File: src/phy_aux_cfg.svh
// register offsets, field positions, reset values and timing counts
// assumes 5-bit management register addresses and 16-bit register data
`ifndef PHY_AUX_CFG_SVH
`define PHY_AUX_CFG_SVH
// register offsets
`define ADDR_MODE2 5'h1b
`define ADDR_ERRST 5'h1c
`define ADDR_LEDGAP 5'h1d
`define ADDR_RESULT 5'h1e
// second auxiliary mode register fields
`define M2_DRIBBLE 11
`define M2_JUMBO 10
`define M2_TXC_INV 8
`define M2_ECHO_BLK 7
`define M2_QPD 1
`define M2_RESET 16'h008a
// error and general status fields
`define ES_SWAP_ST 13
`define ES_SWAP_MAN 12
`define ES_XO_DIS 11
`define ES_MAN_ERR 10
`define ES_EOF_ERR 9
`define ES_NEG_IND 3
`define ES_FAST_SPEED_STRAP_IN_IND 2
`define ES_SPD_IND 1
`define ES_FDX_IND 0
// link led / gap guard fields
`define LG_LED_DIS 3
`define LG_BLK_TXEN 1
// negotiation result / control fields
`define RS_RES_HI 15
`define RS_RES_LO 11
`define RS_RESTART 8
`define RS_CMPL 7
`define RS_ACK_CMPL 6
`define RS_ACK_DET 5
`define RS_ABIL 4
`define RS_SISO 3
`define RS_SERIAL 1
// transmit gap guard
`define GAP_SHORT_MIN 3'h1
`define GAP_SHORT_MAX 3'h4
`define GAP_SAT 3'h7
// standard frame limit in nibbles (1518 bytes)
`define MAX_FRAME_NIB 3036
`endif

File: src/phy_aux_pkg.sv
// types shared by the auxiliary register block and its helpers
// assumes phy_aux_cfg.svh supplies the numeric constants
package phy_aux_pkg;
  // negotiation progress as seen by the status bits
  typedef enum logic [2:0] {
    NG_OFF = 3'b000,
    NG_ABIL = 3'b001,
    NG_ACKD = 3'b010,
    NG_ACKC = 3'b011,
    NG_DONE = 3'b100,
    NG_PD = 3'b101
  } nego_state_t;
  // negotiated result code from the line engine
  typedef logic [2:0] res_code_t;
  typedef logic [4:0] res_bits_t;
endpackage

File: src/nego_tracker.sv
// negotiation status tracker: progress bits, result bits, link and speed
// assumes event inputs are already synchronised one-cycle pulses or levels
`timescale 1ns/10ps
`default_nettype none
`include "phy_aux_cfg.svh"
module nego_tracker (
  input wire logic core_clk,
  input wire logic rst_n,
  input wire logic nego_en,
  input wire logic restart,
  input wire logic flp_seen,
  input wire logic ack_seen,
  input wire logic ack_done,
  input wire logic legacy_seen,
  input wire logic legacy_fast,
  input wire phy_aux_pkg::res_code_t lp_result,
  input wire logic link_fault,
  input wire logic qpd_en,
  input wire logic adv_10,
  input wire logic adv_100,
  input wire logic forced_fast,
  input wire logic forced_fdx,
  output logic complete_r,
  output logic ack_cmpl_r,
  output logic ack_det_r,
  output logic ability_r,
  output phy_aux_pkg::res_bits_t results_r,
  output logic link_up_r,
  output logic speed_fast_r,
  output logic full_duplex_r
);
  import phy_aux_pkg::*;
  nego_state_t state_r;
  logic pd_ok;

  // one-hot result bit, fastest full duplex at the top
  function automatic res_bits_t res_onehot(input res_code_t c);
    case (c)
      3'h1: res_onehot = 5'h01;
      3'h2: res_onehot = 5'h02;
      3'h3: res_onehot = 5'h04;
      3'h4: res_onehot = 5'h08;
      3'h5: res_onehot = 5'h10;
      default: res_onehot = 5'h00;
    endcase
  endfunction

  // legacy partner accepted only if its speed is advertised when qualified
  assign pd_ok = !qpd_en || (legacy_fast ? adv_100 : adv_10);

  // progress state and status bits
  always_ff @(posedge core_clk) begin
    if (!rst_n) begin
      state_r <= NG_OFF;
      complete_r <= 1'b0;
      ack_cmpl_r <= 1'b0;
      ack_det_r <= 1'b0;
      results_r <= 5'h00;
      link_up_r <= 1'b0;
      speed_fast_r <= 1'b0;
      full_duplex_r <= 1'b0;
    end else if (!nego_en) begin
      // forced mode: speed and duplex come from the control bits
      state_r <= NG_OFF;
      complete_r <= 1'b0;
      ack_cmpl_r <= 1'b0;
      link_up_r <= legacy_seen && !link_fault;
      speed_fast_r <= forced_fast;
      full_duplex_r <= forced_fdx;
    end else if (restart || state_r == NG_OFF) begin
      state_r <= NG_ABIL;
      complete_r <= 1'b0;
      ack_cmpl_r <= 1'b0;
      ack_det_r <= 1'b0;
      results_r <= 5'h00;
      link_up_r <= 1'b0;
      speed_fast_r <= 1'b0;
      full_duplex_r <= 1'b0;
    end else begin
      case (state_r)
        NG_ABIL, NG_PD: begin
          if (flp_seen) begin
            state_r <= NG_ACKD;
          end else if (legacy_seen && pd_ok) begin
            state_r <= NG_DONE;
            complete_r <= 1'b1;
            link_up_r <= 1'b1;
            speed_fast_r <= legacy_fast;
            results_r <= results_r | res_onehot(legacy_fast ? 3'h3 : 3'h1);
          end else if (legacy_seen) begin
            state_r <= NG_PD; // keep watching for a match
          end
        end
        NG_ACKD: begin
          if (ack_seen) begin
            state_r <= NG_ACKC;
            ack_det_r <= 1'b1;
          end
        end
        NG_ACKC: begin
          if (ack_done) begin
            state_r <= NG_DONE;
            ack_cmpl_r <= 1'b1;
            complete_r <= 1'b1;
            link_up_r <= 1'b1;
            results_r <= results_r | res_onehot(lp_result);
            speed_fast_r <= lp_result >= 3'h3;
            full_duplex_r <= lp_result == 3'h2 || lp_result == 3'h5;
          end
        end
        NG_DONE: begin
          if (link_fault) begin
            // results stay, so a renegotiation may leave two set
            state_r <= NG_ABIL;
            complete_r <= 1'b0;
            ack_cmpl_r <= 1'b0;
            link_up_r <= 1'b0;
            speed_fast_r <= 1'b0;
            full_duplex_r <= 1'b0;
          end
        end
        default: state_r <= NG_OFF;
      endcase
    end
  end

  // ability-detect bit mirrors the waiting state
  always_ff @(posedge core_clk) begin
    if (!rst_n) begin
      ability_r <= 1'b0;
    end else begin
      ability_r <= nego_en && (state_r == NG_ABIL || state_r == NG_PD);
    end
  end
endmodule
`default_nettype wire

File: src/mii_side_path.sv
// mac-side path: echo, carrier, error, dribble trim, length cap, gap guard
// assumes inputs are synchronised to core_clk; all outputs registered
`timescale 1ns/10ps
`default_nettype none
`include "phy_aux_cfg.svh"
module mii_side_path #(
  parameter int MAX_NIB = `MAX_FRAME_NIB
) (
  input wire logic core_clk,
  input wire logic rst_n,
  input wire logic isolate,
  input wire logic echo_block,
  input wire logic half10,
  input wire logic serial,
  input wire logic dribble_en,
  input wire logic jumbo_en,
  input wire logic txc_inv,
  input wire logic block_txen,
  input wire logic tx_en,
  input wire logic [3:0] txd,
  input wire logic rx_dv_line,
  input wire logic [3:0] rxd_line,
  input wire logic rx_partial,
  input wire logic rx_carrier,
  input wire logic err_ev,
  output logic tx_en_line_r,
  output logic [3:0] txd_line_r,
  output logic rx_dv_r,
  output logic [3:0] rxd_r,
  output logic crs_r,
  output logic rxer_r,
  output logic txc_r,
  output logic mac_oe_r
);
  logic tx_q, tx_prev, dly_sel_r, sel_now, short_gap, rx_keep, tx_keep;
  logic [4:0] p1_r, p2_r;
  logic [2:0] gap_r;
  logic [15:0] rx_cnt_r, tx_cnt_r, max_nib;
  logic txc_ph_r;

  assign max_nib = 16'(MAX_NIB);
  assign tx_q = tx_en && !isolate; // mac inputs ignored
  // gap guard: a short gap shifts the next frame two cycles late
  assign short_gap = block_txen && gap_r >= `GAP_SHORT_MIN && gap_r <= `GAP_SHORT_MAX;
  assign sel_now = (tx_q && !tx_prev) ? short_gap : dly_sel_r;
  // frames beyond the standard limit are cut unless jumbo is on
  assign rx_keep = jumbo_en || rx_cnt_r < max_nib;
  assign tx_keep = jumbo_en || tx_cnt_r < max_nib;

  // idle gap count and delay line for the gap guard
  always_ff @(posedge core_clk) begin
    if (!rst_n) begin
      gap_r <= `GAP_SAT;
      tx_prev <= 1'b0;
      dly_sel_r <= 1'b0;
      p1_r <= 5'h00;
      p2_r <= 5'h00;
    end else begin
      tx_prev <= tx_q;
      dly_sel_r <= sel_now;
      p1_r <= {tx_q, txd};
      p2_r <= p1_r;
      if (tx_q) begin
        gap_r <= 3'h0;
      end else if (gap_r != `GAP_SAT) begin
        gap_r <= gap_r + 3'h1;
      end
    end
  end

  // nibble counters for the length cap
  always_ff @(posedge core_clk) begin
    if (!rst_n) begin
      rx_cnt_r <= 16'h0000;
      tx_cnt_r <= 16'h0000;
    end else begin
      rx_cnt_r <= !rx_dv_line ? 16'h0000 : rx_cnt_r + {15'h0000, rx_keep};
      tx_cnt_r <= !tx_q ? 16'h0000 : tx_cnt_r + {15'h0000, tx_keep};
    end
  end

  // transmit toward the line; serial mode uses lane zero only
  always_ff @(posedge core_clk) begin
    if (!rst_n) begin
      tx_en_line_r <= 1'b0;
      txd_line_r <= 4'h0;
    end else begin
      tx_en_line_r <= (sel_now ? p2_r[4] : tx_q) && tx_keep;
      txd_line_r <= sel_now ? p2_r[3:0] : txd;
      if (serial) begin
        txd_line_r <= {3'h0, sel_now ? p2_r[0] : txd[0]};
      end
    end
  end

  // receive toward the mac, with echo, carrier and error indication
  always_ff @(posedge core_clk) begin
    if (!rst_n) begin
      rx_dv_r <= 1'b0;
      rxd_r <= 4'h0;
      crs_r <= 1'b0;
      rxer_r <= 1'b0;
    end else begin
      // trailing partial nibble dropped so the mac sees whole nibbles
      rx_dv_r <= (rx_dv_line && rx_keep && !(dribble_en && rx_partial))
        || (half10 && tx_q && !echo_block);
      rxd_r <= serial ? {3'h0, rxd_line[0]} : rxd_line;
      crs_r <= rx_carrier || (half10 && tx_q); // falls with tx enable
      rxer_r <= err_ev;
    end
  end

  // transmit clock phase and output enable of the mac-side pins
  always_ff @(posedge core_clk) begin
    if (!rst_n) begin
      txc_ph_r <= 1'b0;
      txc_r <= 1'b0;
      mac_oe_r <= 1'b0;
    end else begin
      txc_ph_r <= !txc_ph_r;
      txc_r <= txc_ph_r ^ txc_inv;
      mac_oe_r <= !isolate;
    end
  end
endmodule
`default_nettype wire

File: src/phy_aux_mode_status_regs.sv
// auxiliary mode and status registers of one transceiver port
// assumes a word-wide management register port on core_clk; pins are
// synchronised here before use, all but lp_result_in
`timescale 1ns/10ps
`default_nettype none
`include "phy_aux_cfg.svh"
module phy_aux_mode_status_regs #(
  parameter int MAX_NIB = `MAX_FRAME_NIB
) (
  input wire logic core_clk,
  input wire logic rst_n,
  // management register port
  input wire logic [4:0] mgmt_addr,
  input wire logic mgmt_wr,
  input wire logic mgmt_rd,
  input wire logic [15:0] mgmt_wdata,
  output logic [15:0] mgmt_rdata,
  // control and advertisement bits held elsewhere in the port
  input wire logic ctrl_nego_en_in,
  input wire logic ctrl_speed_sel_in,
  input wire logic ctrl_full_duplex_in,
  input wire logic adv_10_in,
  input wire logic adv_100_in,
  // strap pins
  input wire logic negotiation_strap_in,
  input wire logic fast_speed_strap_in,
  // line-side engine events
  input wire logic flp_seen_in,
  input wire logic ack_seen_in,
  input wire logic ack_done_in,
  input wire logic legacy_seen_in,
  input wire logic legacy_fast_in,
  input wire phy_aux_pkg::res_code_t lp_result_in,
  input wire logic link_fault_in,
  input wire logic crossover_seen_in,
  input wire logic manchester_err_in,
  input wire logic eof_err_in,
  // mac side
  input wire logic tx_en_in,
  input wire logic [3:0] txd_in,
  input wire logic rx_dv_line_in,
  input wire logic [3:0] rxd_line_in,
  input wire logic rx_partial_in,
  input wire logic rx_carrier_in,
  output logic tx_en_line_out,
  output logic [3:0] txd_line_out,
  output logic rx_dv_out,
  output logic [3:0] rxd_out,
  output logic crs_out,
  output logic rxer_out,
  output logic txc_out,
  output logic mac_out_en,
  // line and indicator controls
  output logic link_pulse_en,
  output logic pair_swap_out,
  output logic auto_xover_en_out,
  output logic link_led_on,
  output logic link_up_out
);
  import phy_aux_pkg::*;

  localparam int NPIN = 23;
  localparam logic [15:0] MODE2_RST = `M2_RESET;

  // register state
  logic dribble_r, jumbo_r, txc_inv_r, echo_blk_r, qpd_r;
  logic swap_man_r, xo_dis_r, man_err_r, eof_err_r;
  logic led_dis_r, blk_txen_r, siso_r, serial_r;
  logic restart_r;
  // synchronisers
  logic [NPIN-1:0] pin_s1, pin_s2;
  logic man_d_r, eof_d_r;
  // decoded status
  logic strap_neg, strap_fast_speed_strap_in, nego_en, forced_fast, is_10;
  logic man_ev, eof_ev, err_ev, rd_errst, swap_st;
  logic tx_en_s, rx_dv_s, rx_part_s, rx_car_s;
  logic [3:0] txd_s, rxd_s;
  logic cmpl, ack_cmpl, ack_det, ability, link_up, spd_fast, fdx;
  res_bits_t results;
  logic [15:0] rd_word;

  // address match shared by write and read decoding
  function automatic logic hit(input logic [4:0] a, input logic [4:0] reg_a);
    hit = a == reg_a;
  endfunction

  // every pin except lp_result_in passes two flops before anything looks at it
  always_ff @(posedge core_clk) begin
    if (!rst_n) begin
      pin_s1 <= '0;
      pin_s2 <= '0;
    end else begin
      pin_s1 <= {negotiation_strap_in, fast_speed_strap_in, manchester_err_in,
        eof_err_in, crossover_seen_in, tx_en_in, txd_in, rx_dv_line_in,
        rxd_line_in, rx_partial_in, rx_carrier_in, flp_seen_in, ack_seen_in,
        ack_done_in, legacy_seen_in, legacy_fast_in, link_fault_in};
      pin_s2 <= pin_s1;
    end
  end

  assign strap_neg = pin_s2[22];
  assign strap_fast_speed_strap_in = pin_s2[21];
  assign tx_en_s = pin_s2[17];
  assign txd_s = pin_s2[16:13];
  assign rx_dv_s = pin_s2[12];
  assign rxd_s = pin_s2[11:8];
  assign rx_part_s = pin_s2[7];
  assign rx_car_s = pin_s2[6];

  // error pin edges, taken from the second stage only
  always_ff @(posedge core_clk) begin
    if (!rst_n) begin
      man_d_r <= 1'b0;
      eof_d_r <= 1'b0;
    end else begin
      man_d_r <= pin_s2[20];
      eof_d_r <= pin_s2[19];
    end
  end

  // derived mode and speed status
  assign nego_en = ctrl_nego_en_in && strap_neg;
  // forced 10 Mb when both straps low or both control bits cleared
  assign forced_fast = !((!strap_neg && !strap_fast_speed_strap_in) ||
    (!ctrl_nego_en_in && !ctrl_speed_sel_in));
  assign is_10 = !spd_fast;
  assign man_ev = pin_s2[20] && !man_d_r && is_10;
  assign eof_ev = pin_s2[19] && !eof_d_r && is_10;
  assign err_ev = man_ev || eof_ev;
  assign rd_errst = mgmt_rd && hit(mgmt_addr, `ADDR_ERRST);
  assign swap_st = swap_man_r || (!xo_dis_r && pin_s2[18]);

  // second auxiliary mode register
  always_ff @(posedge core_clk) begin
    if (!rst_n) begin
      dribble_r <= MODE2_RST[`M2_DRIBBLE];
      jumbo_r <= MODE2_RST[`M2_JUMBO];
      txc_inv_r <= MODE2_RST[`M2_TXC_INV];
      echo_blk_r <= MODE2_RST[`M2_ECHO_BLK];
      qpd_r <= MODE2_RST[`M2_QPD];
    end else if (mgmt_wr && hit(mgmt_addr, `ADDR_MODE2)) begin
      dribble_r <= mgmt_wdata[`M2_DRIBBLE];
      jumbo_r <= mgmt_wdata[`M2_JUMBO];
      txc_inv_r <= mgmt_wdata[`M2_TXC_INV];
      echo_blk_r <= mgmt_wdata[`M2_ECHO_BLK];
      qpd_r <= mgmt_wdata[`M2_QPD];
    end
  end

  // crossover controls
  always_ff @(posedge core_clk) begin
    if (!rst_n) begin
      swap_man_r <= 1'b0;
      xo_dis_r <= 1'b0;
    end else if (mgmt_wr && hit(mgmt_addr, `ADDR_ERRST)) begin
      swap_man_r <= mgmt_wdata[`ES_SWAP_MAN];
      xo_dis_r <= mgmt_wdata[`ES_XO_DIS];
    end
  end

  // latched error flags; a new error in the read cycle stays set
  always_ff @(posedge core_clk) begin
    if (!rst_n) begin
      man_err_r <= 1'b0;
      eof_err_r <= 1'b0;
    end else begin
      man_err_r <= man_ev || (man_err_r && !rd_errst);
      eof_err_r <= eof_ev || (eof_err_r && !rd_errst);
    end
  end

  // link indicator and gap guard controls
  always_ff @(posedge core_clk) begin
    if (!rst_n) begin
      led_dis_r <= 1'b0;
      blk_txen_r <= 1'b0;
    end else if (mgmt_wr && hit(mgmt_addr, `ADDR_LEDGAP)) begin
      led_dis_r <= mgmt_wdata[`LG_LED_DIS];
      blk_txen_r <= mgmt_wdata[`LG_BLK_TXEN];
    end
  end

  // isolate and serial controls; restart is a one-cycle pulse
  always_ff @(posedge core_clk) begin
    if (!rst_n) begin
      siso_r <= 1'b0;
      serial_r <= 1'b0;
      restart_r <= 1'b0;
    end else begin
      // restart needs negotiation enabled; writing zero does nothing
      restart_r <= mgmt_wr && hit(mgmt_addr, `ADDR_RESULT) &&
        mgmt_wdata[`RS_RESTART] && nego_en;
      if (mgmt_wr && hit(mgmt_addr, `ADDR_RESULT)) begin
        siso_r <= mgmt_wdata[`RS_SISO];
        serial_r <= mgmt_wdata[`RS_SERIAL];
      end
    end
  end

  // read word assembly; reserved bits are zero
  always_comb begin
    rd_word = 16'h0000;
    if (hit(mgmt_addr, `ADDR_MODE2)) begin
      rd_word[`M2_DRIBBLE] = dribble_r;
      rd_word[`M2_JUMBO] = jumbo_r;
      rd_word[`M2_TXC_INV] = txc_inv_r;
      rd_word[`M2_ECHO_BLK] = echo_blk_r;
      rd_word[`M2_QPD] = qpd_r;
    end else if (hit(mgmt_addr, `ADDR_ERRST)) begin
      rd_word[`ES_SWAP_ST] = swap_st;
      rd_word[`ES_SWAP_MAN] = swap_man_r;
      rd_word[`ES_XO_DIS] = xo_dis_r;
      rd_word[`ES_MAN_ERR] = man_err_r;
      rd_word[`ES_EOF_ERR] = eof_err_r;
      rd_word[`ES_NEG_IND] = nego_en;
      rd_word[`ES_FAST_SPEED_STRAP_IN_IND] = forced_fast;
      rd_word[`ES_SPD_IND] = spd_fast;
      rd_word[`ES_FDX_IND] = fdx;
    end else if (hit(mgmt_addr, `ADDR_LEDGAP)) begin
      rd_word[`LG_LED_DIS] = led_dis_r;
      rd_word[`LG_BLK_TXEN] = blk_txen_r;
    end else if (hit(mgmt_addr, `ADDR_RESULT)) begin
      rd_word[`RS_RES_HI:`RS_RES_LO] = results;
      rd_word[`RS_CMPL] = cmpl;
      rd_word[`RS_ACK_CMPL] = ack_cmpl;
      rd_word[`RS_ACK_DET] = ack_det;
      rd_word[`RS_ABIL] = ability;
      rd_word[`RS_SISO] = siso_r;
      rd_word[`RS_SERIAL] = serial_r;
    end
  end

  // read data registered; holds between reads
  always_ff @(posedge core_clk) begin
    if (!rst_n) begin
      mgmt_rdata <= 16'h0000;
    end else if (mgmt_rd) begin
      mgmt_rdata <= rd_word;
    end
  end

  // line and indicator outputs
  always_ff @(posedge core_clk) begin
    if (!rst_n) begin
      link_pulse_en <= 1'b0;
      pair_swap_out <= 1'b0;
      auto_xover_en_out <= 1'b0;
      link_led_on <= 1'b0;
      link_up_out <= 1'b0;
    end else begin
      link_pulse_en <= !siso_r;
      pair_swap_out <= swap_st;
      auto_xover_en_out <= !xo_dis_r && !swap_man_r;
      link_led_on <= link_up && !led_dis_r;
      link_up_out <= link_up;
    end
  end

  nego_tracker u_nego (
    .core_clk(core_clk),
    .rst_n(rst_n),
    .nego_en(nego_en),
    .restart(restart_r),
    .flp_seen(pin_s2[5]),
    .ack_seen(pin_s2[4]),
    .ack_done(pin_s2[3]),
    .legacy_seen(pin_s2[2]),
    .legacy_fast(pin_s2[1]),
    .lp_result(lp_result_in),
    .link_fault(pin_s2[0]),
    .qpd_en(qpd_r),
    .adv_10(adv_10_in),
    .adv_100(adv_100_in),
    .forced_fast(forced_fast),
    .forced_fdx(ctrl_full_duplex_in),
    .complete_r(cmpl),
    .ack_cmpl_r(ack_cmpl),
    .ack_det_r(ack_det),
    .ability_r(ability),
    .results_r(results),
    .link_up_r(link_up),
    .speed_fast_r(spd_fast),
    .full_duplex_r(fdx)
  );

  // serial mode is refused at 100 Mb
  mii_side_path #(
    .MAX_NIB(MAX_NIB)
  ) u_mii (
    .core_clk(core_clk),
    .rst_n(rst_n),
    .isolate(siso_r),
    .echo_block(echo_blk_r),
    .half10(is_10 && !fdx),
    .serial(serial_r && is_10),
    .dribble_en(dribble_r),
    .jumbo_en(jumbo_r),
    .txc_inv(txc_inv_r),
    .block_txen(blk_txen_r),
    .tx_en(tx_en_s),
    .txd(txd_s),
    .rx_dv_line(rx_dv_s),
    .rxd_line(rxd_s),
    .rx_partial(rx_part_s),
    .rx_carrier(rx_car_s),
    .err_ev(err_ev),
    .tx_en_line_r(tx_en_line_out),
    .txd_line_r(txd_line_out),
    .rx_dv_r(rx_dv_out),
    .rxd_r(rxd_out),
    .crs_r(crs_out),
    .rxer_r(rxer_out),
    .txc_r(txc_out),
    .mac_oe_r(mac_out_en)
  );
endmodule
`default_nettype wire

File: config.mk
export PLATFORM = sky130hd
export DESIGN_NAME = phy_aux_mode_status_regs
export DESIGN_NICKNAME = d
export VERILOG_FILES = /design/src/phy_aux_pkg.sv /design/src/nego_tracker.sv /design/src/mii_side_path.sv /design/src/phy_aux_mode_status_regs.sv
export VERILOG_INCLUDE_DIRS = /design/src
export SDC_FILE = /design/constraint.sdc
export NUM_CORES = 1
export LEC_CHECK = 0
export ABC_AREA = 1
export BUFFER_PORTS_ARGS = -buffer_cell sky130_fd_sc_hd__buf_4
export CORE_MARGIN = 2
export CORE_UTILIZATION = 35
export DETAILED_ROUTE_END_ITERATION = 6
export GPL_TIMING_DRIVEN = 0
export PLACE_DENSITY = 0.58
export REMOVE_ABC_BUFFERS = 1
export SLEW_MARGIN = 40
export SYNTH_ARGS = -nofsm -noshare
export SYNTH_HDL_FRONTEND = slang
export SYNTH_SLANG_ARGS = --single-unit
File: constraint.sdc
create_clock -name core_clk -period 4.3 [get_ports core_clk]
set_input_delay 0.86 -clock core_clk [delete_from_list [all_inputs] [get_ports core_clk]]
set_output_delay 0.86 -clock core_clk [all_outputs]
set_load 0.01 [all_outputs]
# After elaboration in Yosys (flattened, before gate mapping)
# Index checks and enable logic that the tools add are counted.
[op_classes] n_addsub=3 n_mul=0 n_div=0 order_cmp=5 n_eq_ne=38 shift=0 mux=79 bitwise_logic=5 n_reduce_logical=88
[op_table] op="$mux W5" count=19
[op_table] op="$pmux W5 S5" count=2
[op_table] op="$mux W1" count=35
[op_table] op="$logic_and A1 B1 Y1" count=34
[op_table] op="$add A16 B1 Y16" count=2
[op_table] op="$lt A16 B12 Y1 const B" count=2
[op_table] op="$mux W3" count=9
[op_table] op="$eq A5 B5 Y1 const B" count=4
[op_table] op="$logic_not A1 Y1" count=20
[op_table] op="$eq A3 B2 Y1 const B" count=6
[op_table] op="$eq A3 B3 Y1 const B" count=6
[op_table] op="$mux W4" count=4
[op_table] op="$ne A4 B3 Y1 const B" count=4
[op_table] op="$reduce_and A5 Y1" count=3
[op_table] op="$logic_or A1 B1 Y1" count=13
[op_table] op="$ne A3 B2 Y1 const B" count=4
[op_table] op="$pmux W3 S4" count=1
[op_table] op="$or A5 B5 Y5" count=2
[op_table] op="$pmux W5 S2" count=1
[op_table] op="$eq A3 B1 Y1 const B" count=3
[op_table] op="$reduce_and A3 Y1" count=3
[op_table] op="$mux W2" count=4
[op_table] op="$ne A2 B2 Y1 const B" count=4
[op_table] op="$reduce_and A4 Y1" count=2
[op_table] op="21 further kinds" count=31
[word_totals] register_bits=159 latch_bits=0 mem_bits_rw=0 mem_bits_ro=0 inputBits=56 output_inout_bits=35 wordCells=269 mem_count=0

# Logic depth before layout (Yosys ltp)
# Gate-level depths: netlist of run 1.
[depth] word_depth=14 depth_mapped=14 mapped_depth_nobuf=14

# Hierarchy
# A second synthesis of run 1 with hierarchy kept.
[unflattened] cells_unflattened=859 hier_area_um2=6369.9
[modules_own_cells] module="phy_aux_mode_status_regs" instances=1 cells_per_inst=351 area_per_inst_um2=2822.7 seq_area_each_um2=1661.6
[modules_own_cells] module="mii_side_path" instances=1 cells_per_inst=363 area_per_inst_um2=2643.8 seq_area_each_um2=1221.2
[modules_own_cells] module="nego_tracker" instances=1 cells_per_inst=145 area_per_inst_um2=903.4 seq_area_each_um2=300.3

# Least setup slack after synthesis of run 1
# Ideal clock, no wire load.
[synth_timing] path_kind="reg2reg" start="reg u_mii.tx_cnt_r[14]" end="reg u_mii.tx_cnt_r[10]" setup_time_ns=0.119 arrival_ns=1.698 setup_slack_ns=2.483 stages_incl_launch_ff=13 path_buffers=0 path_cell_list="dfxtp_1 -> nor4_1 -> nand3_1 -> nand2_1 -> ha_1 -> ha_1 -> inv_1 -> nor2_2 -> nand3_2 -> nor2_2 -> nand2_1 -> o21ai_1 -> a21oi_1"
[synth_between] elab_chain_cells=3
[synth_rtl] item="start, declared" line="mii_side_path.sv:38" rtl="logic [15:0] rx_cnt_r, tx_cnt_r, max_nib;"
[synth_rtl] item="start signal, assigned" line="mii_side_path.sv:78" rtl="tx_cnt_r <= !tx_q ? 16'h0000 : tx_cnt_r + {15'h0000, tx_keep};"
[synth_rtl] item="$lt A16 B12 Y1" line="mii_side_path.sv:48" rtl="assign tx_keep = jumbo_en || tx_cnt_r < max_nib;"
[synth_rtl] item="$logic_or A1 B1 Y1" line="mii_side_path.sv:48"
[synth_rtl] item="$add A16 B1 Y16" line="mii_side_path.sv:78"
# No other way between the ends.
# A chain may end at the register's enable or synchronous reset.

# Worst setup path after layout of run 1
[layout_timing] start="in rst_n" end="reg u_mii.tx_cnt_r[3]"
[layout_between] elab_chain_cells=1
[layout_rtl] item="start, declared" line="phy_aux_mode_status_regs.sv:11" rtl="input wire logic rst_n,"
[layout_rtl] item="$reduce_and A2 Y1 (no source line)"
# No other way between the ends.

==> results of run 1 <==
==> cell usage in the layout (no fill, tap or decap), drive strengths merged, types with 4 or more instances in the layout <==
cell    instances
bufinv          4
dfxtp         158
clkbuf         20
buf            81
ha              9
nor4            4
a21oi          61
a31oi           4
nor2           92
nand4           7
nand3          48
inv           148
nand2         197
o21ai          37
nor3           13
==> cell type report <==
class / count / area share [%]
inverters: 146 / 7.22
repair buffers: 81 / 8.07
multi-input cells: 491 / 31.0
clock inverters: 12 / 2.41
flip-flops and latches: 158 / 41.7
well taps: 225 / 3.71
clock buffers: 20 / 5.89
==> worst max-delay path by stage <==
| stage | startpoint | endpoint | slack (ns) | cells past startpoint |
|---|---|---|---|---|
| finish | rst_n | u_mii.tx_cnt_r[3] | 1.96 | 6 |
| global route | rst_n | u_mii.tx_cnt_r[3] | 1.78 | 6 |
| CTS | rst_n | u_mii.tx_cnt_r[3] | 1.70 | 6 |
| detailed placement | rst_n | u_mii.tx_cnt_r[3] | 1.26 | 6 |
| global placement | rst_n | u_mii.tx_cnt_r[3] | 1.25 | 6 |
| floorplan | u_mii.tx_cnt_r[14] | u_mii.tx_cnt_r[10] | 2.48 | 12 |
==> power by group through the flow <==
stage / logic (mW) / registers [mW] / clock network (mW)
2_1_floorplan: 0.114 / 1.57 / 0
3_3_place_gp: 0.209 / 1.57 / 0
3_5_place_dp: 0.214 / 1.57 / 0
4_1_cts: 0.215 / 1.54 / 1.63
5_1_grt: 0.248 / 1.54 / 1.70
6_report: 0.211 / 1.54 / 1.59
==> flip-flops by register name, summed over array words and instances, names as in the netlist, 3 cells and up <==
register	count
pin_s1	23
pin_s2	23
mgmt_rdata	16
u_mii.rx_cnt_r	16
u_mii.tx_cnt_r	16
u_mii.p1_r	5
u_mii.p2_r	5
u_nego.results_r	5
u_mii.rxd_r	4
u_mii.txd_line_r	4
u_mii.gap_r	3
u_nego.state_r	3
==> metal layers <==
| layer | track usage (%) | up-vias | wire, µm |
|---|---|---|---|
| li1 | - | 2694 | - |
| met1 | 19.2 | 2240 | 6260 |
| met2 | 24.1 | 85 | 6320 |
| met3 | 4.33 | 16 | 637 |
| met4 | 5.90 | 0 | 165 |
| met5 | 0 | - | 0 |
==> through the flow <==
step                      instances  hold slack [ns]
after floorplan                 795            0.390
after global placement         1101            0.392
after detailed placement       1101            0.395
after CTS                      1133            0.410
after global routing           1133            0.421
final                          1133            0.410
==> cell families after synthesis <==
group	count (synthesis)
AOI/OAI and AO/OA	112
adders and majority gates	9
DFF	158
buffers and inverters	163
and+or+nand+nor	366
xor gates and xnor gates	4
==> worst max-delay path: stages <==
cell and delay (ns):
buf_6 0.44, inv_2 0.43, nor2_2 0.35, inv_1 0.25
a21oi_1 0.17, o21a_1 0.13
==> key figures, run 1 <==
Run status
  – Outcome: finished, final reports clean

Clock network
  – CTS Buf Count: 17
  – Clock root buffer: clkbuf_16
  – Clk sinks: 158
  – CTS tree: done
  – H-Tree Level Count: 4
  – Worst-path clk slew: 0.06 ns
  – Setup Buffers After CTS: 0
  – Post-CTS Hold Buffers: 0
  – # resized after CTS: 0
  – Worst-Skew Late Latency: 0.42 ns
  – CTS max path bufs: 2

Cells and area
  – Fin nets: 960
  – Util after Layout: 44.0%
  – Storage element area: 3160 µm²
  – Area growth syn-to-layout: 23.5%
  – Layout cells sized above 1: 16.0%
  – Fillers: 1753
  – Post-route design area: 7590 µm²
  – Antenna fix cells: 0
  – Area of the multi-input gates: 2350 µm²

Synthesis
  – Top cells by count, synth: nand2_1 (188), dfxtp_1 (158), inv_1 (140)
  – Yosys Warn Count: 0
  – Ys flop type: dfxtp_1
  – Yosys top cell by area: dfxtp_1
  – Post-synth EDFFs: 0
  – Most frequent cell after synthesis: nand2_1
  – Compound-cell area share of the yosys netlist: 9.74%
  – Syn Area/Cell: 7.57 µm²
  – Async S/R FF share, synth: 0%
  – Largest family of logic cells by synthesized area: simple AND/OR/NAND/NOR gates
  – Post-Syn Area: 6140 µm²
  – Mux contribution to synthesized area: 0%
  – Top cell type's share of synthesized area: 51.5%
  – Count of state elements after synthesis: 158
  – Most area-consuming cells after synthesis: dfxtp_1 (51%), nand2_1 (11%), inv_1 (8.6%), nor2_1 (5.0%), a21oi_1 (4.8%)
  – Adder-Cell Fraction of Synth Area: 1.83%
  – Distinct cells, synth: 39
  – Cells after synthesis: 812
  – Seq/Total Area, Yosys: 51.5%
  – Area fraction in and, or, nand and nor cells after synthesis: 26.2%
  – Synth Area in XOR/XNOR: 0.570%

Worst hold path
  – Hold Path End: u_mii.rxd_r[0]
  – Hold Crit Class: reg2reg
  – Worst hold path cell count: 2
  – Worst hold start: pin_s2[8]

Worst setup path
  – R2R depth: 12
  – Critical path launch point type: primary input
  – FF-to-FF setup slack: 2.20 ns
  – Reg2reg start: u_mii.tx_cnt_r[14]
  – Worst Setup Path Type: in2reg
  – Crit Path Max Fanout: 83
  – Required time worst endpoint: 4.67 ns
  – Reg2reg end: u_mii.tx_cnt_r[14]
  – Critical path arrival: 2.71 ns
  – Crit end category: register

Timing
  – Setup TNS: 0 ns
  – Final worst path period need: 2.34 ns
  – Final WS setup: 1.96 ns
  – Slew @ Worst Pin: 0.625 ns
  – Fmax: 427 MHz
  – RSZ-0062 raised after global routing: no
  – Slew margin rel.: 58.3%
  – Fin. Hold Viols: 0
  – Final setup fails: 0
  – Final Skew: 0.00608 ns
  – Max Slew Vio Count: 0
  – Final Cycle Share: 54.4%

Pwr
  – Sw power: 0.745 mW
  – Combinational power share: 6.3%
  – Maximum vdd drop: 0.293 mV
  – Tot Pwr: 3.34 mW
  – Net Sw Frac: 22.3%
  – Clock network fraction of design power: 47.6%
  – Internal: 2.60 mW
  – Sequential share of power: 46.1%
  – Leakage: 3.57 nW
  – Power per cell area: 441 nW/µm²

Global routing
  – Number of global-route vias before repair: 4574
  – Antenna violations before repair: 0
  – Total gr overflow: 0
  – Largest net degree at the start of global routing: 84
  – Tot GR Track Use: 15.1%
  – Global-route wire length before repair: 21900 µm

Placement
  – Setup WS pre-CTS: 1.26 ns
  – Gp weighted congestion: 0.838
  – Post-detail-place hpwl: 9440 µm
  – Port Buffers: 81
  – Placed instance area: 6950 µm²

Routing
  – Vias: 5035
  – Post-Route WL: 13400 µm
  – Vias per inst: 4.44
  – 1st-iter DRT viols: 231
  – DR pass1 iterations: 4
  – ANT nets after route: 0
  – # DRC: 0
  – Wirelength per Cell: 11.8 µm

Floorplanning
  – Die width: 136 µm
  – CORE AREA: 17200 µm²
  – DIE AREA: 18600 µm²
  – Initial Util: 35.6%
  – I/O pin count: 91
  – Die Ht: 136 µm
  – Row Count: 48

Run
  – Max-cap violations: 0
Note: power is estimated with default switching activity, not from simulation.
==> run 2: changes to the inputs <==
PLACE_DENSITY = 0.6   (was 0.58)
clock period = 2 ns   (was 4.3 ns; I/O delays follow)
==> key figures, run 2 (synthesis results as in run 1) <==
Cells and area
  – Fin nets: 967 (+0.73%)
  – Largest registers: pin_s1 (23), pin_s2 (23)
  – Antenna fix cells: 0 (unchanged)
  – Most common cell after layout, fill and taps aside: nand2_1
  – Post-route design area: 7710 µm² (+1.7%)
  – Layout cells sized above 1: 19.3% (+3.3 points)
  – Fillers: 1758 (+0.29%)
  – Most frequent cells in the layout: nand2_1 (182), dfxtp_1 (151), inv_1 (137)
  – Area growth syn-to-layout: 25.6%

Pwr
  – Tot Pwr: 6.95 mW (+110%)
  – Clock network fraction of design power: 45.8% (-1.8 points)
  – Internal: 5.39 mW (+110%)
  – Maximum vdd drop: 0.671 mV (+130%)
  – Leakage: 3.60 nW (+0.85%)
  – Power per cell area: 901 nW/µm² (+100%)
  – Sequential share of power: 47.6% (+1.5 points)
  – Sw power: 1.56 mW (+110%)
  – Net Sw Frac: 22.5% (+0.17 points)
  – Combinational power share: 6.6% (+0.3 points)

Worst setup path
  – Worst Setup Path Type: reg2reg
  – Setup crit start: u_mii.tx_cnt_r[14]
  – Most frequent CP cell: ha_4
  – Max incr delay on CP: 0.36 ns (-0.08 ns)
  – CP Capture Point: u_mii.tx_cnt_r[14]
  – Critical path launch point type: register
  – Critical path cell sequence: nor4_4 > nand3_1 > nand2_2 > ha_4 > ha_4 > inv_2 > nor2_4 > nand3_4 > inv_4 > nand3_2 > or2_0 > a21oi_1
  – FF-to-FF setup slack: -0.004 ns (-2.20 ns)
  – R2R depth: 12 (unchanged)
  – Reg2reg start: u_mii.tx_cnt_r[14]
  – Crit Path Max Fanout: 3 (-96%)
  – Critical path arrival: 2.34 ns (-0.37 ns)
  – Worst path slowest cell: dfxtp_4
  – Required time worst endpoint: 2.33 ns (-2.34 ns)
  – Reg2reg end: u_mii.tx_cnt_r[14]
  – Crit end category: register

Timing
  – Final Skew: 0.0105 ns (+0.00443 ns)
  – Final Cycle Share: 100%
  – RSZ-0062 raised after global routing: yes
  – Fin. Hold Viols: 0 (unchanged)
  – Fmax: 499 MHz
  – Final setup fails: 1 (+1)
  – Slew margin rel.: 63.2% (+4.9 points)
  – Final hold slack: 0.159 ns (-0.252 ns)
  – Final WS setup: -0.00350 ns (-1.96 ns)
  – Slew @ Worst Pin: 0.551 ns (-0.0741 ns)
  – Final worst path period need: 2.00 ns
  – Max Slew Vio Count: 0 (unchanged)

Floorplanning
  – Initial Util: 35.6% (unchanged)
  – Die Ht: 136 µm (unchanged)
  – Row Count: 48 (unchanged)
  – I/O pin count: 91 (unchanged)
  – DIE AREA: 18600 µm² (unchanged)
  – Die width: 136 µm (unchanged)
  – CORE AREA: 17200 µm² (unchanged)

Global routing
  – Total gr overflow: 0 (unchanged)
  – Largest net degree at the start of global routing: 43 (-49%)
  – Antenna violations before repair: 0 (unchanged)
  – Global-route wire length before repair: 22200 µm (+1.4%)
  – Tot GR Track Use: 15.3% (+0.18 points)
  – Number of global-route vias before repair: 4746 (+3.8%)

Run status
  – Failing checks: negative setup slack
  – Outcome: finished with violations

Routing
  – Wirelength per Cell: 11.8 µm (about the same)
  – # DRC: 0 (unchanged)
  – Post-Route WL: 13400 µm (+0.41%)
  – DR pass1 iterations: 4 (unchanged)
  – Vias: 5057 (+0.44%)
  – 1st-iter DRT viols: 242 (+4.8%)
  – ANT nets after route: 0 (unchanged)
  – Vias per inst: 4.45 (about the same)

Clock network
  – Worst-Skew Late Latency: 0.42 ns (about the same)
  – CTS max path bufs: 2 (unchanged)
  – Clock root buffer: clkbuf_16
  – CTS Buf Count: 17 (unchanged)
  – Post-CTS Hold Buffers: 0 (unchanged)
  – CTS tree: done
  – H-Tree Level Count: 4 (unchanged)
  – Clk sinks: 158 (unchanged)
  – Worst-path clk slew: 0.06 ns (about the same)

Placement
  – Port Buffers: 81 (unchanged)
  – Placed instance area: 6970 µm² (+0.29%)
  – Gp weighted congestion: 0.867 (+3.5%)
  – Post-detail-place hpwl: 9470 µm (+0.29%)
  – Setup WS pre-CTS: -0.309 ns (-1.57 ns)

Worst hold path
  – Hold Crit Class: in2reg

Run
  – Max-cap violations: 0 (unchanged)
## run 2: per-layer routing
| layer | wire [µm] | vias to the layer above | global-route usage [%] | part of all wire (%) |
|---|---|---|---|---|
| met1 | 6350 | 2256 | 19.3 | 47 |
| met4 | 124 | 0 | 4.69 | 0.92 |
| met2 | 6350 | 81 | 24.9 | 47 |
| met5 | 0 | - | 0 | 0 |
| met3 | 610 | 14 | 4.70 | 4.5 |
| li1 | - | 2706 | - | - |
## run 2: per-stage QoR
step,TNS (ns),std cells,util (%)
2_1_floorplan,0,795,-
3_3_place_gp,-10.45,1101,40.3
3_5_place_dp,-2.39,1102,40.5
4_1_cts,0,1132,44.0
5_1_grt,-0.439,1137,44.8
6_report,-0.00350,1137,44.8
## run 2: area by class of cell
class	instances	area, µm²	area share, %
flip-flops and latches	158	3180	41.2
clock inverters	11	145	1.88
repair buffers	88	677	8.77
inverters	146	551	7.14
clock buffers	18	429	5.56
multi-input cells	491	2450	31.8
well taps	225	282	3.65
## run 2: what timing repair did
item | CTS | global route
setup buffers | 1 | 5
gates resized for setup | 8 | 30
endpoints found under the setup margin | 5 | 19
pin swaps | 3 | 9
## run 2: worst min-delay path by stage
stage / from / end / slack (ns) / cells past startpoint
6_report: rxd_line_in[2] / pin_s1[10] / 0.16 / 3
5_1_grt: txd_in[1] / pin_s1[14] / 0.14 / 3
4_1_cts: rxd_line_in[1] / pin_s1[9] / 0.14 / 3
3_5_place_dp: pin_s1[10] / pin_s2[10] / 0.40 / 2
3_3_place_gp: pin_s1[15] / pin_s2[15] / 0.39 / 2
2_1_floorplan: pin_s1[0] / pin_s2[0] / 0.39 / 2
## run 2: critical path, delay by kind of cell (launching register included)
family | cells | cell delay (ns)
AOI/OAI and AO/OA | 1 | 0.15
adders and majority gates | 2 | 0.29
and+or+nand+nor | 7 | 1.02
buffers and inverters | 2 | 0.12
DFF | 1 | 0.36
## run 2: power groups by stage
stage / Clock [mW] / Sequential (mW) / Combinational, mW
final: 3.18 / 3.31 / 0.461
after floorplan: 0 / 3.38 / 0.245
after global routing: 3.41 / 3.32 / 0.543
after CTS: 3.26 / 3.31 / 0.465
after global placement: 0 / 3.38 / 0.452
after detailed placement: 0 / 3.38 / 0.461
==> run 3: changes to the inputs <==
BUFFER_PORTS_ARGS = -buffer_cell sky130_fd_sc_hd__buf_2   (was -buffer_cell sky130_fd_sc_hd__buf_4)
PLACE_DENSITY = 0.58   (was 0.6)
clock period = 2.28 ns   (was 2 ns; I/O delays follow)
==> key figures, run 3 (synthesis results as in run 1) <==
Cells and area
  – Area of the multi-input gates: 2360 µm² (-4.0%)
  – Antenna fix cells: 0 (unchanged)
  – Fin nets: 961 (-0.62%)
  – Most frequent cells in the layout: nand2_1 (188), dfxtp_1 (158), inv_1 (140)
  – Most common cell after layout, fill and taps aside: nand2_1
  – Largest registers: pin_s1 (23), pin_s2 (23)
  – Fillers: 1756 (-0.11%)
  – Layout cells sized above 1: 16.2% (-3.1 points)
  – Area growth syn-to-layout: 20.0%
  – Post-route design area: 7370 µm² (-4.5%)
  – Storage element area: 3160 µm² (-0.43%)

Worst setup path
  – Crit Path Max Fanout: 5 (+2)
  – Worst Setup Path Type: reg2reg
  – Crit end category: register
  – Critical path cell sequence: nand2_1 > o21ai_1 > nand4_1 > nand3_1 > nand2_1 > ha_1 > ha_1 > inv_1 > nor2_4 > nand3_2 > nor2_2 > nand2_1 > o21ai_1 > a21oi_1
  – Reg2reg start: u_mii.tx_cnt_r[3]
  – Most frequent CP cell: nand2_1
  – Required time worst endpoint: 2.58 ns (+0.25 ns)
  – Critical path launch point type: register
  – R2R depth: 14 (+2)
  – Critical path arrival: 2.36 ns (+0.02 ns)
  – FF-to-FF setup slack: 0.23 ns (+0.23 ns)
  – Max incr delay on CP: 0.34 ns (-0.02 ns)
  – Reg2reg end: u_mii.tx_cnt_r[10]
  – Worst path slowest cell: dfxtp_1

Pwr
  – Internal: 4.72 mW (-12%)
  – Net Sw Frac: 22.6% (+0.15 points)
  – Clock network fraction of design power: 46.3% (+0.5 points)
  – Maximum vdd drop: 0.583 mV (-13%)
  – Leakage: 3.52 nW (-2.1%)
  – Tot Pwr: 6.09 mW (-12%)
  – Combinational power share: 6.1% (-0.5 points)
  – Sequential share of power: 47.7% (about the same)
  – Power per cell area: 827 nW/µm² (-8.2%)
  – Sw power: 1.38 mW (-12%)

Run status
  – Outcome: finished, final reports clean

Routing
  – # DRC: 0 (unchanged)
  – Vias per inst: 4.43 (-0.46%)
  – DR WL met3: 545 µm (-11%)
  – ANT nets after route: 0 (unchanged)
  – Vias: 5016 (-0.81%)
  – Post-Route WL: 13100 µm (-2.6%)
  – M1 wire length: 6290 µm (-0.90%)
  – 1st-iter DRT viols: 280 (+16%)
  – Wirelength per Cell: 11.5 µm (-2.3%)
  – Max layer used: met4
  – Metal2 WL: 6150 µm (-3.1%)
  – DR pass1 iterations: 5 (+1)

Clock network
  – Clock root buffer: clkbuf_16
  – CTS Buf Count: 17 (unchanged)
  – H-Tree Level Count: 4 (unchanged)
  – Clk sinks: 158 (unchanged)
  – Worst-Skew Late Latency: 0.42 ns (about the same)
  – CTS max path bufs: 2 (unchanged)
  – CTS tree: done
  – Worst-path clk slew: 0.06 ns (about the same)

Global routing
  – Number of global-route vias before repair: 4527 (-4.6%)
  – Total gr overflow: 0 (unchanged)
  – Global-route wire length before repair: 21600 µm (-2.4%)
  – Antenna violations before repair: 0 (unchanged)
  – Largest net degree at the start of global routing: 51 (+19%)
  – Tot GR Track Use: 14.8% (-0.50 points)

Worst hold path
  – Hold Crit Class: in2reg
  – Worst hold path cell count: 3 (unchanged)
  – Worst hold start: txd_in[1]
  – Hold Path End: pin_s1[14]

Timing
  – Final Skew: 0.00844 ns (-0.00207 ns)
  – Final worst path period need: 2.05 ns (+0.0502 ns)
  – Fin. Hold Viols: 0 (unchanged)
  – Max Slew Vio Count: 0 (unchanged)
  – Slew @ Worst Pin: 0.576 ns (+0.0253 ns)
  – Setup TNS: 0 ns (+0.00350 ns)
  – Slew margin rel.: 61.5% (-1.7 points)
  – RSZ-0062 raised after global routing: no
  – Final setup fails: 0 (-1)
  – Final Cycle Share: 90.1% (-10 points)
  – Fmax: 487 MHz (-2.4%)

Floorplanning
  – Die Ht: 136 µm (unchanged)
  – Initial Util: 35.6% (unchanged)
  – CORE AREA: 17200 µm² (unchanged)
  – DIE AREA: 18600 µm² (unchanged)
  – Die width: 136 µm (unchanged)
  – Row Count: 48 (unchanged)
  – I/O pin count: 91 (unchanged)

Placement
  – Placed instance area: 6770 µm² (-2.9%)
  – Post-detail-place hpwl: 9310 µm (-1.6%)
  – Port Buffers: 81 (unchanged)
  – Gp weighted congestion: 0.819 (-5.6%)

Run
  – Max-cap violations: 0 (unchanged)
run 3: cell count changes in the layout (fill, tap and decap cells not counted), sizes merged:
cell | before | now
buf | 88 | 82
bufinv | 3 | 2
clkbuf | 18 | 21
run 3: power groups by stage:
stage                     Sequential, mW  Clock, mW  Combinational, mW
final                               2.90       2.82              0.370
after global routing                2.91       3.04              0.431
after CTS                           2.91       2.89              0.372
after detailed placement            2.97          0              0.370
after global placement              2.96          0              0.365
after floorplan                     2.96          0              0.215
run 3: final cells by class:
cell class | count | share of cell area [%]
clock inverters | 10 | 1.51
multi-input cells | 491 | 32.0
repair buffers | 82 | 5.81
flip-flops and latches | 158 | 42.9
inverters | 146 | 7.44
clock buffers | 21 | 6.52
well taps | 225 | 3.82
run 3: repair_timing:
item | in CTS | in global routing
setup endpoints to repair | 0 | 2
hold buffers | 0 | 0
buffers inserted | 0 | 0
resized for setup | 0 | 2
hold endpoints to repair | 0 | 0
run 3: layer usage:
metal | track usage (%) | up-vias
met5 | 0 | -
met3 | 4.62 | 8
met1 | 19.3 | 2231
li1 | - | 2693
met2 | 23.6 | 84
met4 | 3.82 | 0
run 3: worst max path at each step:
stage / from / end / slack, ns / depth (start not counted)
5_1_grt: u_mii.tx_cnt_r[8] / u_mii.tx_cnt_r[10] / 0.02 / 14
6_report: u_mii.tx_cnt_r[3] / u_mii.tx_cnt_r[10] / 0.23 / 14
3_3_place_gp: rst_n / u_mii.tx_cnt_r[3] / -1.02 / 6
2_1_floorplan: u_mii.tx_cnt_r[14] / u_mii.tx_cnt_r[10] / 0.46 / 12
3_5_place_dp: rst_n / u_mii.tx_cnt_r[3] / -0.06 / 7
4_1_cts: u_mii.tx_cnt_r[3] / u_mii.tx_cnt_r[10] / 0.18 / 14
run 3: critical path: cells and delay by family, from the launching register on:
family	cells	cell delay, ns
simple gates	8	0.88
fa+ha+maj	2	0.36
flops	1	0.34
compound gates	3	0.26
buf+inv	1	0.08
run 3: stage by stage:
stage | hold WS [ns] | setup WS [ns] | cells | utilization (%)
floorplan | 0.390 | 0.463 | 795 | -
global placement | 0.392 | -1.02 | 1101 | 39.2
detailed placement | 0.396 | -0.0557 | 1102 | 39.3
CTS | 0.200 | 0.181 | 1133 | 42.7
global route | 0.199 | 0.0186 | 1133 | 42.8
finish | 0.219 | 0.226 | 1133 | 42.8
